[src/rtl/sxte_consts.vh]
// constants for the swap / xor / direction-load execution block
`ifndef SXTE_CONSTS_VH
`define SXTE_CONSTS_VH
`define SXTE_OPC_W 14
`define SXTE_DATA_W 8
`define SXTE_ADDR_W 7
`define SXTE_NUM_FILE 128
`define SXTE_OP6_SWAP 6'h0e
`define SXTE_OP6_XORF 6'h06
`define SXTE_OP6_XORL 6'h3a
`define SXTE_DIRL_HI 11'h00c
`define SXTE_DIR_FIRST 3'h5
`define SXTE_DIR_LAST 3'h7
`define SXTE_DEST_BIT 7
`define SXTE_W_RESET 8'h00
`define SXTE_Z_RESET 1'b0
`define SXTE_DIR_RESET 8'hff
`endif

[src/rtl/sxte_file_mem.v]
// file register memory, registered read data
`timescale 1ns/10ps
`default_nettype none
`include "sxte_consts.vh"
module sxte_file_mem (
  input wire ref_clk_i,                       // core clock
  input wire [`SXTE_ADDR_W-1:0] rd_addr_i,    // read address
  output reg [`SXTE_DATA_W-1:0] rd_data_o,    // read data, one cycle later
  input wire wr_en_i,                         // write strobe
  input wire [`SXTE_ADDR_W-1:0] wr_addr_i,    // write address
  input wire [`SXTE_DATA_W-1:0] wr_data_i     // write data
);
  reg [`SXTE_DATA_W-1:0] mem [0:`SXTE_NUM_FILE-1];

  // write-first so a back-to-back read sees fresh data
  always @(posedge ref_clk_i) begin
    if (wr_en_i) begin
      mem[wr_addr_i] <= wr_data_i;
    end
    if (wr_en_i && wr_addr_i == rd_addr_i) begin
      rd_data_o <= wr_data_i;
    end else begin
      rd_data_o <= mem[rd_addr_i];
    end
  end
endmodule // sxte_file_mem
`default_nettype wire

[src/rtl/sxte_exec.v]
// execution of swap, xor and legacy direction-load opcodes
`timescale 1ns/10ps
`default_nettype none
`include "sxte_consts.vh"
// What this block does
// - nibble_swap_op exchanges the file register nibbles, no flag change.
// - nibble_swap_op: d=0 writes acc, d=1 writes the file register.
// - xor_literal_op: acc xor literal into acc, zero flag only.
// - direction_load_op: acc into direction register 5..7, no flag change.
// - xor_file_op: acc xor file register to dest d, zero flag only.
module sxte_exec (
  input wire ref_clk_i,                          // core clock, 250 MHz
  input wire reset_n_i,                          // sync reset, active low
  input wire opc_valid_i,                        // opcode strobe
  input wire [`SXTE_OPC_W-1:0] opc_i,            // 14-bit opcode
  output wire busy_o,                            // execute phase in progress
  output reg done_o,                             // one-cycle completion pulse
  output reg [`SXTE_DATA_W-1:0] acc_o,           // accumulator
  output reg zero_o,                             // zero flag
  output reg [`SXTE_DATA_W-1:0] dir5_o,          // direction register 5
  output reg [`SXTE_DATA_W-1:0] dir6_o,          // direction register 6
  output reg [`SXTE_DATA_W-1:0] dir7_o,          // direction register 7
  input wire dbg_rd_valid_i,                     // direct read of a file reg
  input wire [`SXTE_ADDR_W-1:0] dbg_addr_i,      // direct read address
  output wire [`SXTE_DATA_W-1:0] dbg_data_o      // file memory read data
);
  localparam ST_IDLE = 1'b0;
  localparam ST_EXEC = 1'b1;

  // op classes, decoded once on accept
  localparam K_NONE = 3'h0;
  localparam K_SWAP = 3'h1;
  localparam K_XORF = 3'h2;
  localparam K_XORL = 3'h3;
  localparam K_DIRL = 3'h4;

  function [2:0] op_kind;
    input [`SXTE_OPC_W-1:0] op;
    begin
      if (op[13:8] == `SXTE_OP6_SWAP) op_kind = K_SWAP;
      else if (op[13:8] == `SXTE_OP6_XORF) op_kind = K_XORF;
      else if (op[13:8] == `SXTE_OP6_XORL) op_kind = K_XORL;
      else if (op[13:3] == `SXTE_DIRL_HI && op[2:0] >= `SXTE_DIR_FIRST)
        op_kind = K_DIRL;
      else op_kind = K_NONE;
    end
  endfunction

  function [`SXTE_DATA_W-1:0] swap_nib;
    input [`SXTE_DATA_W-1:0] v;
    begin
      swap_nib = {v[3:0], v[7:4]};
    end
  endfunction

  // shared by both xor paths
  function is_zero;
    input [`SXTE_DATA_W-1:0] v;
    begin
      is_zero = (v == {`SXTE_DATA_W{1'b0}});
    end
  endfunction

  ////////////////////////////////////////////////////////////////////////
  reg state_r;
  reg [2:0] kind_r;
  reg [`SXTE_OPC_W-1:0] opc_r;
  reg [2:0] kind_now;
  wire [`SXTE_DATA_W-1:0] file_q;
  reg [`SXTE_ADDR_W-1:0] rd_addr;
  reg [`SXTE_DATA_W-1:0] result;
  reg wr_file;
  wire to_file;
  // next values of the registers
  reg state_nxt;
  reg [2:0] kind_nxt;
  reg [`SXTE_OPC_W-1:0] opc_nxt;
  reg done_nxt;
  reg [`SXTE_DATA_W-1:0] acc_nxt;
  reg zero_nxt;
  reg [`SXTE_DATA_W-1:0] dir5_nxt;
  reg [`SXTE_DATA_W-1:0] dir6_nxt;
  reg [`SXTE_DATA_W-1:0] dir7_nxt;
  wire accept;

  always @* begin
    kind_now = op_kind(opc_i);
  end

  // file read issued on accept so data are ready in the execute cycle;
  // with no debug read the last operand stays on the read port
  always @* begin
    if (accept) begin
      rd_addr = opc_i[`SXTE_ADDR_W-1:0];
    end else if (dbg_rd_valid_i) begin
      rd_addr = dbg_addr_i;
    end else begin
      rd_addr = opc_r[`SXTE_ADDR_W-1:0];
    end
  end
  // a strobe seen while busy is refused: only idle takes
  assign accept = (state_r == ST_IDLE) && opc_valid_i;
  assign busy_o = (state_r == ST_EXEC);
  assign dbg_data_o = file_q;
  assign to_file = opc_r[`SXTE_DEST_BIT];

  // write port always follows the latched operand address
  sxte_file_mem u_mem (
    .ref_clk_i(ref_clk_i),
    .rd_addr_i(rd_addr),
    .rd_data_o(file_q),
    .wr_en_i(wr_file),
    .wr_addr_i(opc_r[`SXTE_ADDR_W-1:0]),
    .wr_data_i(result)
  );

  ////////////////////////////////////////////////////////////////////////
  always @* begin
    result = acc_o;
    wr_file = 1'b0;
    if (state_r == ST_EXEC) begin
      case (kind_r)
        K_SWAP: begin
          result = swap_nib(file_q);
          wr_file = to_file;
        end
        K_XORF: begin
          result = acc_o ^ file_q;
          wr_file = to_file;
        end
        K_XORL: result = acc_o ^ opc_r[7:0];
        default: result = acc_o;
      endcase
    end
  end

  ////////////////////////////////////////////////////////////////////////
  // two-cycle issue: the operand read takes the edge before the execute
  // edge, traded against the bypass that one-cycle issue would need
  always @* begin
    state_nxt = state_r;
    kind_nxt = kind_r;
    opc_nxt = opc_r;
    done_nxt = 1'b0;
    acc_nxt = acc_o;
    zero_nxt = zero_o;
    dir5_nxt = dir5_o;
    dir6_nxt = dir6_o;
    dir7_nxt = dir7_o;
    case (state_r)
      ST_IDLE: begin
        if (accept) begin
          opc_nxt = opc_i;
          kind_nxt = kind_now;
          state_nxt = ST_EXEC;
        end
      end
      ST_EXEC: begin
        state_nxt = ST_IDLE;
        done_nxt = 1'b1;
        case (kind_r)
          K_SWAP: begin
            if (!to_file) acc_nxt = result;
          end
          K_XORF: begin
            if (!to_file) acc_nxt = result;
            zero_nxt = is_zero(result);
          end
          K_XORL: begin
            acc_nxt = result;
            zero_nxt = is_zero(result);
          end
          K_DIRL: begin
            case (opc_r[2:0])
              3'h5: dir5_nxt = acc_o;
              3'h6: dir6_nxt = acc_o;
              3'h7: dir7_nxt = acc_o;
              default: dir7_nxt = dir7_o;
            endcase
          end
          default: acc_nxt = acc_o;
        endcase
      end
      default: state_nxt = ST_IDLE;
    endcase
  end

  ////////////////////////////////////////////////////////////////////////
  // sequencing; unknown opcodes complete without side effects
  always @(posedge ref_clk_i) begin
    if (!reset_n_i) begin
      state_r <= ST_IDLE;
      kind_r <= K_NONE;
      opc_r <= {`SXTE_OPC_W{1'b0}};
      done_o <= 1'b0;
    end else begin
      state_r <= state_nxt;
      kind_r <= kind_nxt;
      opc_r <= opc_nxt;
      done_o <= done_nxt;
    end
  end

  // architectural state: accumulator, zero flag, direction registers
  always @(posedge ref_clk_i) begin
    if (!reset_n_i) begin
      acc_o <= `SXTE_W_RESET;
      zero_o <= `SXTE_Z_RESET;
      dir5_o <= `SXTE_DIR_RESET;
      dir6_o <= `SXTE_DIR_RESET;
      dir7_o <= `SXTE_DIR_RESET;
    end else begin
      acc_o <= acc_nxt;
      zero_o <= zero_nxt;
      dir5_o <= dir5_nxt;
      dir6_o <= dir6_nxt;
      dir7_o <= dir7_nxt;
    end
  end
endmodule // sxte_exec
`default_nettype wire

[config.mk]
export PLATFORM = sky130hd
export DESIGN_NAME = sxte_exec
export DESIGN_NICKNAME = d
export VERILOG_FILES = /design/src/rtl/sxte_file_mem.v /design/src/rtl/sxte_exec.v
export VERILOG_INCLUDE_DIRS = /design/src /design/src/rtl
export SDC_FILE = /design/constraint.sdc
export NUM_CORES = 1
export LEC_CHECK = 0
export ABC_CLOCK_PERIOD_IN_PS = 10980
export BUFFER_PORTS_ARGS = -buffer_cell sky130_fd_sc_hd__buf_2
export CAP_MARGIN = 20
export CORE_ASPECT_RATIO = 0.7
export CORE_MARGIN = 8
export CORE_UTILIZATION = 60
export DETAILED_ROUTE_END_ITERATION = 8
export PLACE_DENSITY = 0.84
export REMOVE_ABC_BUFFERS = 1
export SLEW_MARGIN = 20
export SYNTH_ARGS = -nofsm -noshare
export SYNTH_HDL_FRONTEND = slang
export SYNTH_SLANG_ARGS = --single-unit
[constraint.sdc]
create_clock -name ref_clk_i -period 10.98 [get_ports ref_clk_i]
set_input_delay 2.196 -clock ref_clk_i [delete_from_list [all_inputs] [get_ports ref_clk_i]]
set_output_delay 2.196 -clock ref_clk_i [all_outputs]
set_load 0.01 [all_outputs]
Yosys cells after proc, flatten, opt, wreduce, memory -nomap -nowiden --
Memory sizes are Yosys's and may differ from the RTL's. A register that Yosys moved wholly into a read port is not among the register bits. Cells that the tools add are included.
Storage, ports and cells: register bits after elaboration 46, memory bits (writable) 1024, input bits 25, output and inout port bits 43, word-level logic and storage cells 55, memories 1
Memories:
- u_mem.mem | words 128, bits a word 8, rd ports 1, clocked after Yosys merged registers in 1, write ports 1, RTL line sxte_file_mem.v:13 | reg [`SXTE_DATA_W-1:0] mem [0:`SXTE_NUM_FILE-1];
Operators by class: order comparisons 1, eq/ne operators 12, multiplexer cells 17, bitwise operators 3, reductions and logical operators 12
Operator list (number):
- case mux 8 bit (3 select lines) | 1
- 2-to-1 mux 8 bit | 2
- case mux 8 bit (2 select lines) | 1
- XOR 8 bit | 2
- 2-to-1 mux 7 bit | 2
- equality test 3 bit, second input constant | 4
- 2-to-1 mux 3 bit | 4
- AND reduction 3 bit | 4
- equality test 11 x 4 -> 1 bit, second input constant | 1
- logical NOT 8 bit | 1
- equality test 3 x 2 -> 1 bit, second input constant | 2
- equality test 6 x 3 -> 1 bit, second input constant | 1
- equality test 6 x 4 -> 1 bit, second input constant | 1
- equality test 6 bit, second input constant | 1
- 2-to-1 mux 1 bit | 6
- AND reduction 2 bit | 2
- OR reduction 2 bit | 2
- equality test 3 x 1 -> 1 bit, second input constant | 1
- >= comparator 3 bit, second input constant | 1
- logical AND 1 bit | 2
- != test 2 bit, second input constant | 1
- case mux 1 bit (2 select lines) | 1
- nonzero test 2 bit | 1
- NOT 1 bit | 1

Depth between registers and ports, before layout --
Gate-level depths: netlist (run 1).
depth in word-level cells 6, depth in mapped cells 15, mapped depth without buffers 10

Hierarchy --
From an unflattened synthesis (run 1), not the netlist that was laid out.
Second synthesis, totals: cell total of the unflattened synthesis 1927, area, all modules 42072.9 sq um
Modules (own cells, without submodules):
- sxte_file_mem | instances 1, cells an instance 1634, area an instance 39645.5 sq um, sequential area each 30889.6 sq um
- sxte_exec | instances 1, cells an instance 293, area an instance 2427.3 sq um, sequential area each 920.9 sq um

Worst setup path before layout (run 1) --
Ideal clock, no wire load.
kind reg2reg, start point register (tool-made name), end point memory u_mem.mem[0][0] (netlist name), data pin, library setup time 1.214 ns, data arrival time 7.309 ns, data required time 9.766 ns, path slack 2.456 ns, stages on the path, launching flop included 10, buffers on the path 1, period minus slack after synthesis 8.524 ns, cell sequence dfxtp_1 buf_6 mux4_1 mux2i_1 nor4_1 or4_1 a211oi_1 a41oi_1 xnor2_1 o21ai_0
RTL lines (RTL line):
- end, declared | sxte_file_mem.v:13

==> results of run 1 <==
## final cells by class
class	instances	share of cell area
Sequential cell	1077	0.680
Tap cell	966	0.0258
Antenna cell	5	0.000267
Timing Repair Buffer	105	0.0153
Multi-Input combinational cell	1075	0.218
Clock buffer	113	0.0515
Clock inverter	41	0.00759
Inverter	15	0.00126
## where the power goes
part / switching, mW / internal [mW]
combinational: 0.400 / 0.234
clock: 1.45 / 1.69
sequential: 0.0385 / 4.44
## state kept, by name, indices dropped and copies added, names as in the netlist, 3 cells and up, named ones only
register and count:
acc_o 8, dir6_o 8, opc_r 8, dir5_o 8, dir7_o 8, u_mem.mem 1024, kind_r 3
## Yosys cell counts, types with 8 or more instances
cell | number | area (sq um)
buf_1 | 9 | 33.8
buf_2 | 42 | 210
mux4_2 | 176 | 3960
mux4_1 | 22 | 578
dfxtp_1 | 53 | 1060
nor3_1 | 13 | 65.1
nand3_1 | 36 | 180
a21oi_1 | 36 | 180
nor4_1 | 8 | 50.1
o21ai_0 | 34 | 170
nor2b_1 | 27 | 169
mux2i_1 | 150 | 1500
buf_4 | 16 | 120
buf_6 | 13 | 146
a31oi_1 | 10 | 62.6
a22oi_1 | 39 | 293
and2_1 | 12 | 75.1
edfxtp_1 | 1024 | 30700
clkbuf_1 | 46 | 173
mux2_2 | 27 | 304
nor3b_1 | 8 | 60.1
nor2_1 | 182 | 683
nand2_1 | 125 | 469
a211oi_1 | 20 | 150
o22ai_1 | 17 | 106
nand2b_1 | 14 | 87.6
o221ai_1 | 17 | 149
inv_1 | 12 | 45.0
## worst paths after layout
kind                      endpoint  slack [ns]  cells after the start
setup / recovery     dbg_data_o[0]        3.30                      9
hold / removal           dir6_o[0]        0.48                      2
setup reg to reg  u_mem.mem[85][1]        4.23                     11
hold reg to reg          dir6_o[0]        0.48                      2
## per-layer routing
| layer | part of all wire | vias up | routed length (um) |
|---|---|---|---|
| met4 | 0.055 | 2 | 6450 |
| met5 | 0.00011 | - | 13 |
| met1 | 0.34 | 12247 | 39600 |
| met3 | 0.16 | 485 | 18700 |
| li1 | - | 9425 | - |
| met2 | 0.45 | 2508 | 52600 |
## critical path: stages (launching register included)
cell	delay, ns
dfxtp_4	0.89
buf_4	0.77
buf_12	0.61
mux4_2	0.42
mux2i_1	0.21
o22ai_1	0.14
or4_1	0.45
a211oi_1	0.63
a41oi_1	0.25
buf_2	0.25
## cells by family (layout without fill, tap and decap cells)
logic type / after synthesis / count (layout) / share of synthesized area
flip-flops: 1077 / 1077 / 0.743
AND/OR/NAND/NOR: 454 / 454 / 0.0478
XOR/XNOR: 5 / 5 / 0.00102
multiplexers: 375 / 375 / 0.148
other: 0 / 5 / 0
buffers and inverters: 146 / 274 / 0.0193
AO/OA/AOI/OAI: 241 / 241 / 0.0405
## metrics by stage
stage	hold slack, ns	util	TNS, ns
CTS	0.478	0.657	0
finish	0.478	0.658	0
detailed placement	0.457	0.618	0
floorplan	0.464	-	-2570.29
global placement	0.451	0.617	0
global route	0.501	0.658	0
==> key figures, run 1 <==
Global routing
  • GRT Total Usage: 0.288
  • Met3 Resource Use GR: 0.102
  • Largest net degree at the start of global routing: 121
  • M1 GR Usage: 0.381
  • Number of global-route vias before repair: 24,290
  • First-pass GRT wire length: around 170,000 um
  • GR Overflow Total: 0
  • Initial antenna violation count: 5
  • Top Usage Layer GRT: met2
  • M2 GR Usage: 0.429

Synth
  • Synthesized flop and latch total: roughly 1,100
  • Gate Count Post-Synth: 2,298
  • Post-synth EDFFs: approximately 1,000
  • Syn avg cell area: between 15 and 20 sq um
  • Yosys cell types: a little under 80
  • Ys async rst share: 0
  • Ys flop type: edfxtp_1
  • Synth Cell Area: between 40,000 and 50,000 sq um
  • YS warnings: 0
  • Sequential area share after synthesis: 0.743

Die
  • Die width: roughly 340 um
  • Cell Rows: a little over 80
  • Total core area: ~71,000 sq um
  • IO Pins: just under 70
  • Die area: approximately 80,000 sq um
  • Starting Density: 0.602
  • Die H: between 200 and 250 um

Route
  • DR DRC count: 0
  • Via Count: roughly 25,000
  • First drt pass iteration count: 7
  • WL final: 117,000 um
  • Vias/cell: about 7.3
  • DRT iter0 DRCs: roughly 4,800
  • Routed len/inst: approximately 35 um
  • Routed Antenna Nets: 0

Placement
  • Post-detail-place hpwl: roughly 70,000 um
  • Dpl cell area: around 44,000 sq um
  • Pre-CTS setup slack: between 4 and 5 ns
  • Placer Congestion: between 0.9 and 1
  • PortBufs: 67
  • Placed cells: between 3,000 and 4,000

Power and ir drop
  • Worst VDD drop: about 0.00015 V
  • PwrDens: 176 nW/um^2
  • Design Power: just over 8 mW
  • Leak: between 10 and 15 nW

Layout
  • Commonest non-fill, non-tap cell in the layout: edfxtp_1
  • Register area: between 30,000 and 40,000 sq um
  • Most frequent cells in the layout: edfxtp_1 (1,024), nor2_1 (177), mux4_2 (176)
  • Share of layout cells above drive strength 1: 0.189
  • Area of the multi-input gates: 10,200 sq um
  • Layout area overhead: 9.37%
  • Finished Layout Cells: approximately 3,400
  • Layout fillers: about 4,300
  • Final non-filler cell area: around 47,000 sq um
  • Final nets: ~2,400

Clock network
  • TritonCTS clock tree: built
  • H-tree depth: 3
  • Worst skew pair latency: approximately 0.67 ns
  • Quantity of gates resized following cts: 0
  • CTS root buf: clkbuf_16
  • CTS buffer count: 89
  • Post-CTS Setup Inserts: 0
  • Max clock buf depth: 3
  • Clk sinks: around 1,100
  • Cts hold-fix bufs: 0
  • Worst-path clk slew: 0.07 ns

Run status
  • Outcome: complete, no violations

STA
  • Final setup fails: 0
  • Clk_skew: roughly 0.029 ns
  • Final WS setup: 3.30 ns
  • Slew Limit Fails: 0
  • Final period util: 0.700
  • Tmin final: about 7.7 ns
  • Rel. slew slack: 0.153
  • Final Hold Fails: 0
  • Peak Freq: 130 MHz
  • Slew @ Worst Pin: ~1.3 ns
  • RSZ-0062 raised after global routing: no

Run
  • Max-Cap Viols: 0

Hold path
  • Min-Delay Path Class: register to register
  • Hold Crit Start: dir6_o[0]

Critical path
  • Crit end category: primary output
  • Crit path DAT: between 5 and 6 ns
  • WS Path Type: register to primary output
  • Worst EP required: ~8.8 ns
  • CP max FO: 120
  • Crit start category: register
(Power assumes the default switching activity.)
==> inputs of run 2 (changes only) <==
ABC_CLOCK_PERIOD_IN_PS = 6580   (was 10980)
CORE_UTILIZATION = 56   (was 60)
PLACE_DENSITY = 0.82   (was 0.84)
clock period = 6.58 ns   (was 10.98 ns; I/O delays follow)
==> key figures, run 2 (synthesis gave the netlist of run 1 again) <==
Run status
  • Outcome: complete, no violations

Die
  • Die width: 346 um (+3.3%)
  • Starting Density: 0.568 (-0.0340)
  • IO Pins: 68 (unchanged)
  • Total core area: 75,400 sq um (+6.0%)
  • Cell Rows: 84 (+2.4%)
  • Die area: 85,700 sq um (+6.7%)
  • Die H: 247 um (+3.3%)

Layout
  • Largest Register: u_mem.mem
  • Final core occ: 0.626 (-0.0328)
  • Largest register FFs: 1,024 (unchanged)
  • Layout fillers: 4,858 (+13%)
  • Final non-filler cell area: 47,100 sq um (+0.70%)
  • Register area: 31,800 sq um (unchanged)
  • Most frequent cells in the layout: edfxtp_1 (1,024), nor2_1 (180), mux4_2 (176)
  • Share of layout cells above drive strength 1: 0.194 (+0.00524)
  • Finished Layout Cells: 3,438 (+1.2%)
  • Final nets: 2,402 (+0.59%)
  • Commonest non-fill, non-tap cell in the layout: edfxtp_1
  • Layout area overhead: 10.1%
  • Area of the multi-input gates: 10,200 sq um (about the same)

Critical path
  • CP max FO: 25 (-79%)
  • Crit end category: primary output
  • Worst stage delay on the critical path: 1.03 ns (+0.14 ns)
  • Crit start category: register
  • CP delay by family, top: compound AO/OA/AOI/OAI gates
  • Sequence of cells on the critical path: buf_4, and2b_1, a22oi_1, a31oi_1, o311ai_0, o41ai_1, o311ai_1, buf_2
  • Levels on crit path: 8 (-1)
  • CP max stage cell: o41ai_1
  • WS Path Type: register to primary output
  • Reg2Reg Depth: 11 (unchanged)
  • Worst EP required: 5.26 ns (-3.52 ns)
  • Buf/Inv on CP: 2 (-1)
  • Crit path DAT: 5.24 ns (-0.25 ns)

Clock network
  • Clk sinks: 1,077 (unchanged)
  • TritonCTS clock tree: built
  • CTS root buf: clkbuf_16
  • Quantity of gates resized following cts: 0 (unchanged)
  • Worst skew pair latency: 0.67 ns (about the same)
  • Post-CTS Setup Inserts: 0 (unchanged)
  • CTS buffer count: 90 (+1.1%)
  • Worst-path clk slew: 0.07 ns (about the same)
  • Cts hold-fix bufs: 0 (unchanged)
  • Max clock buf depth: 3 (unchanged)
  • H-tree depth: 3 (unchanged)

Placement
  • PortBufs: 67 (unchanged)
  • Placed cells: 3,272 (+1.2%)
  • Placer Congestion: 0.965 (+1.0%)
  • Dpl cell area: 44,200 sq um (+0.55%)
  • Pre-CTS setup slack: 1.01 ns (-3.07 ns)
  • Post-detail-place hpwl: 68,900 um (+1.4%)

STA
  • RSZ-0062 raised after global routing: no
  • Fin Hold WS: 0.476 ns (-0.00244 ns)
  • Final period util: 0.996
  • Clk_skew: 0.0326 ns (+0.00398 ns)
  • Slew @ Worst Pin: 1.22 ns (-0.0470 ns)
  • Final WS setup: 0.0283 ns (-3.27 ns)
  • Tmin final: around 6.6 ns
  • Final setup fails: 0 (unchanged)
  • Final Hold Fails: 0 (unchanged)
  • Rel. slew slack: 0.175 (+0.0227)
  • Slew Limit Fails: 0 (unchanged)
  • Peak Freq: 153 MHz

Global routing
  • Number of global-route vias before repair: 23,619 (-2.8%)
  • Largest net degree at the start of global routing: 129 (+6.6%)
  • Initial antenna violation count: 2 (-3)
  • First-pass GRT wire length: 164,000 um (-1.9%)
  • GR Overflow Total: 0 (unchanged)
  • GRT Total Usage: 0.262 (-0.0261)

Route
  • First drt pass iteration count: 7 (unchanged)
  • Vias/cell: 7.06 (-2.8%)
  • DRT iter0 DRCs: 4,271 (-11%)
  • Routed Antenna Nets: 0 (unchanged)
  • DR DRC count: 0 (unchanged)
  • Via Count: 24,272 (-1.6%)
  • Routed len/inst: 33.2 um (-3.7%)
  • WL final: 114,000 um (-2.6%)

Hold path
  • Hold Crit Depth: 2 (unchanged)
  • Min-Delay Path Class: register to register

Power and ir drop
  • PwrDens: 296 nW/um^2 (+68%)
  • Seq pwr share: 0.536 (-0.007)
  • Switching power: 3.18 mW (+69%)
  • Leak: 14.6 nW (+0.99%)
  • Worst VDD drop: 0.000251 V (+72%)
  • Internal power: 10.8 mW (+69%)
  • Combinational power share: 0.076 (about the same)
  • Clock Power Share: 0.388 (+0.008)
  • Sw Share: 0.228 (-0.000329)

Run
  • Max-Cap Viols: 0 (unchanged)
-- run 2: changes by cell type in the layout (fill, tap and decap cells not counted), sizes merged --
cell	previous run	this run
inv	11	13
clkinvlp	3	4
clkinv	36	34
clkbuf	113	118
buf	105	118
diode	5	1
bufinv	6	9
-- run 2: final cells by class --
| type | instances | area share |
|---|---|---|
| Clock buffer | 118 | 0.0511 |
| Antenna cell | 1 | 0.0000531 |
| Sequential cell | 1077 | 0.675 |
| Inverter | 15 | 0.00125 |
| Multi-Input combinational cell | 1075 | 0.217 |
| Timing Repair Buffer | 118 | 0.0191 |
| Clock inverter | 45 | 0.0105 |
| Tap cell | 989 | 0.0263 |
-- run 2: power groups by stage --
stage / Combinational [mW] / Clock (mW) / Sequential (mW)
floorplan: 0.686 / 0 / 7.70
global placement: 0.986 / 0 / 7.63
detailed placement: 1.00 / 0 / 7.64
CTS: 1.01 / 5.41 / 7.49
global route: 1.09 / 5.66 / 7.47
finish: 1.07 / 5.41 / 7.47
-- run 2: worst min-delay path: stages, from the launching register on --
cell     delay (ns)
dfxtp_1        0.33
mux2i_1        0.06
nand2_1        0.06
-- run 2: worst paths after layout --
path | start | endpoint | slack (ns)
hold / removal | dir6_o[6] | dir6_o[6] | 0.48
hold reg to reg | dir6_o[6] | dir6_o[6] | 0.48
setup / recovery | register | dbg_data_o[5] | 0.03
setup reg to reg | register | u_mem.mem[110][5] | 0.65
-- run 2: metal layers --
layer,up-vias,track usage,share of wire
li1,9461,-,-
met1,12245,0.355,0.35
met2,2219,0.395,0.45
met3,345,0.0933,0.16
met4,2,0.0930,0.041
met5,-,0.00772,0.00079
-- run 2: through the flow --
stage / setup TNS [ns] / total power [mW]
final: 0 / 13.9
after global routing: 0 / 14.2
after CTS: 0 / 13.9
after detailed placement: 0 / 8.64
after global placement: 0 / 8.62
after floorplan: -7143.37 / 8.38
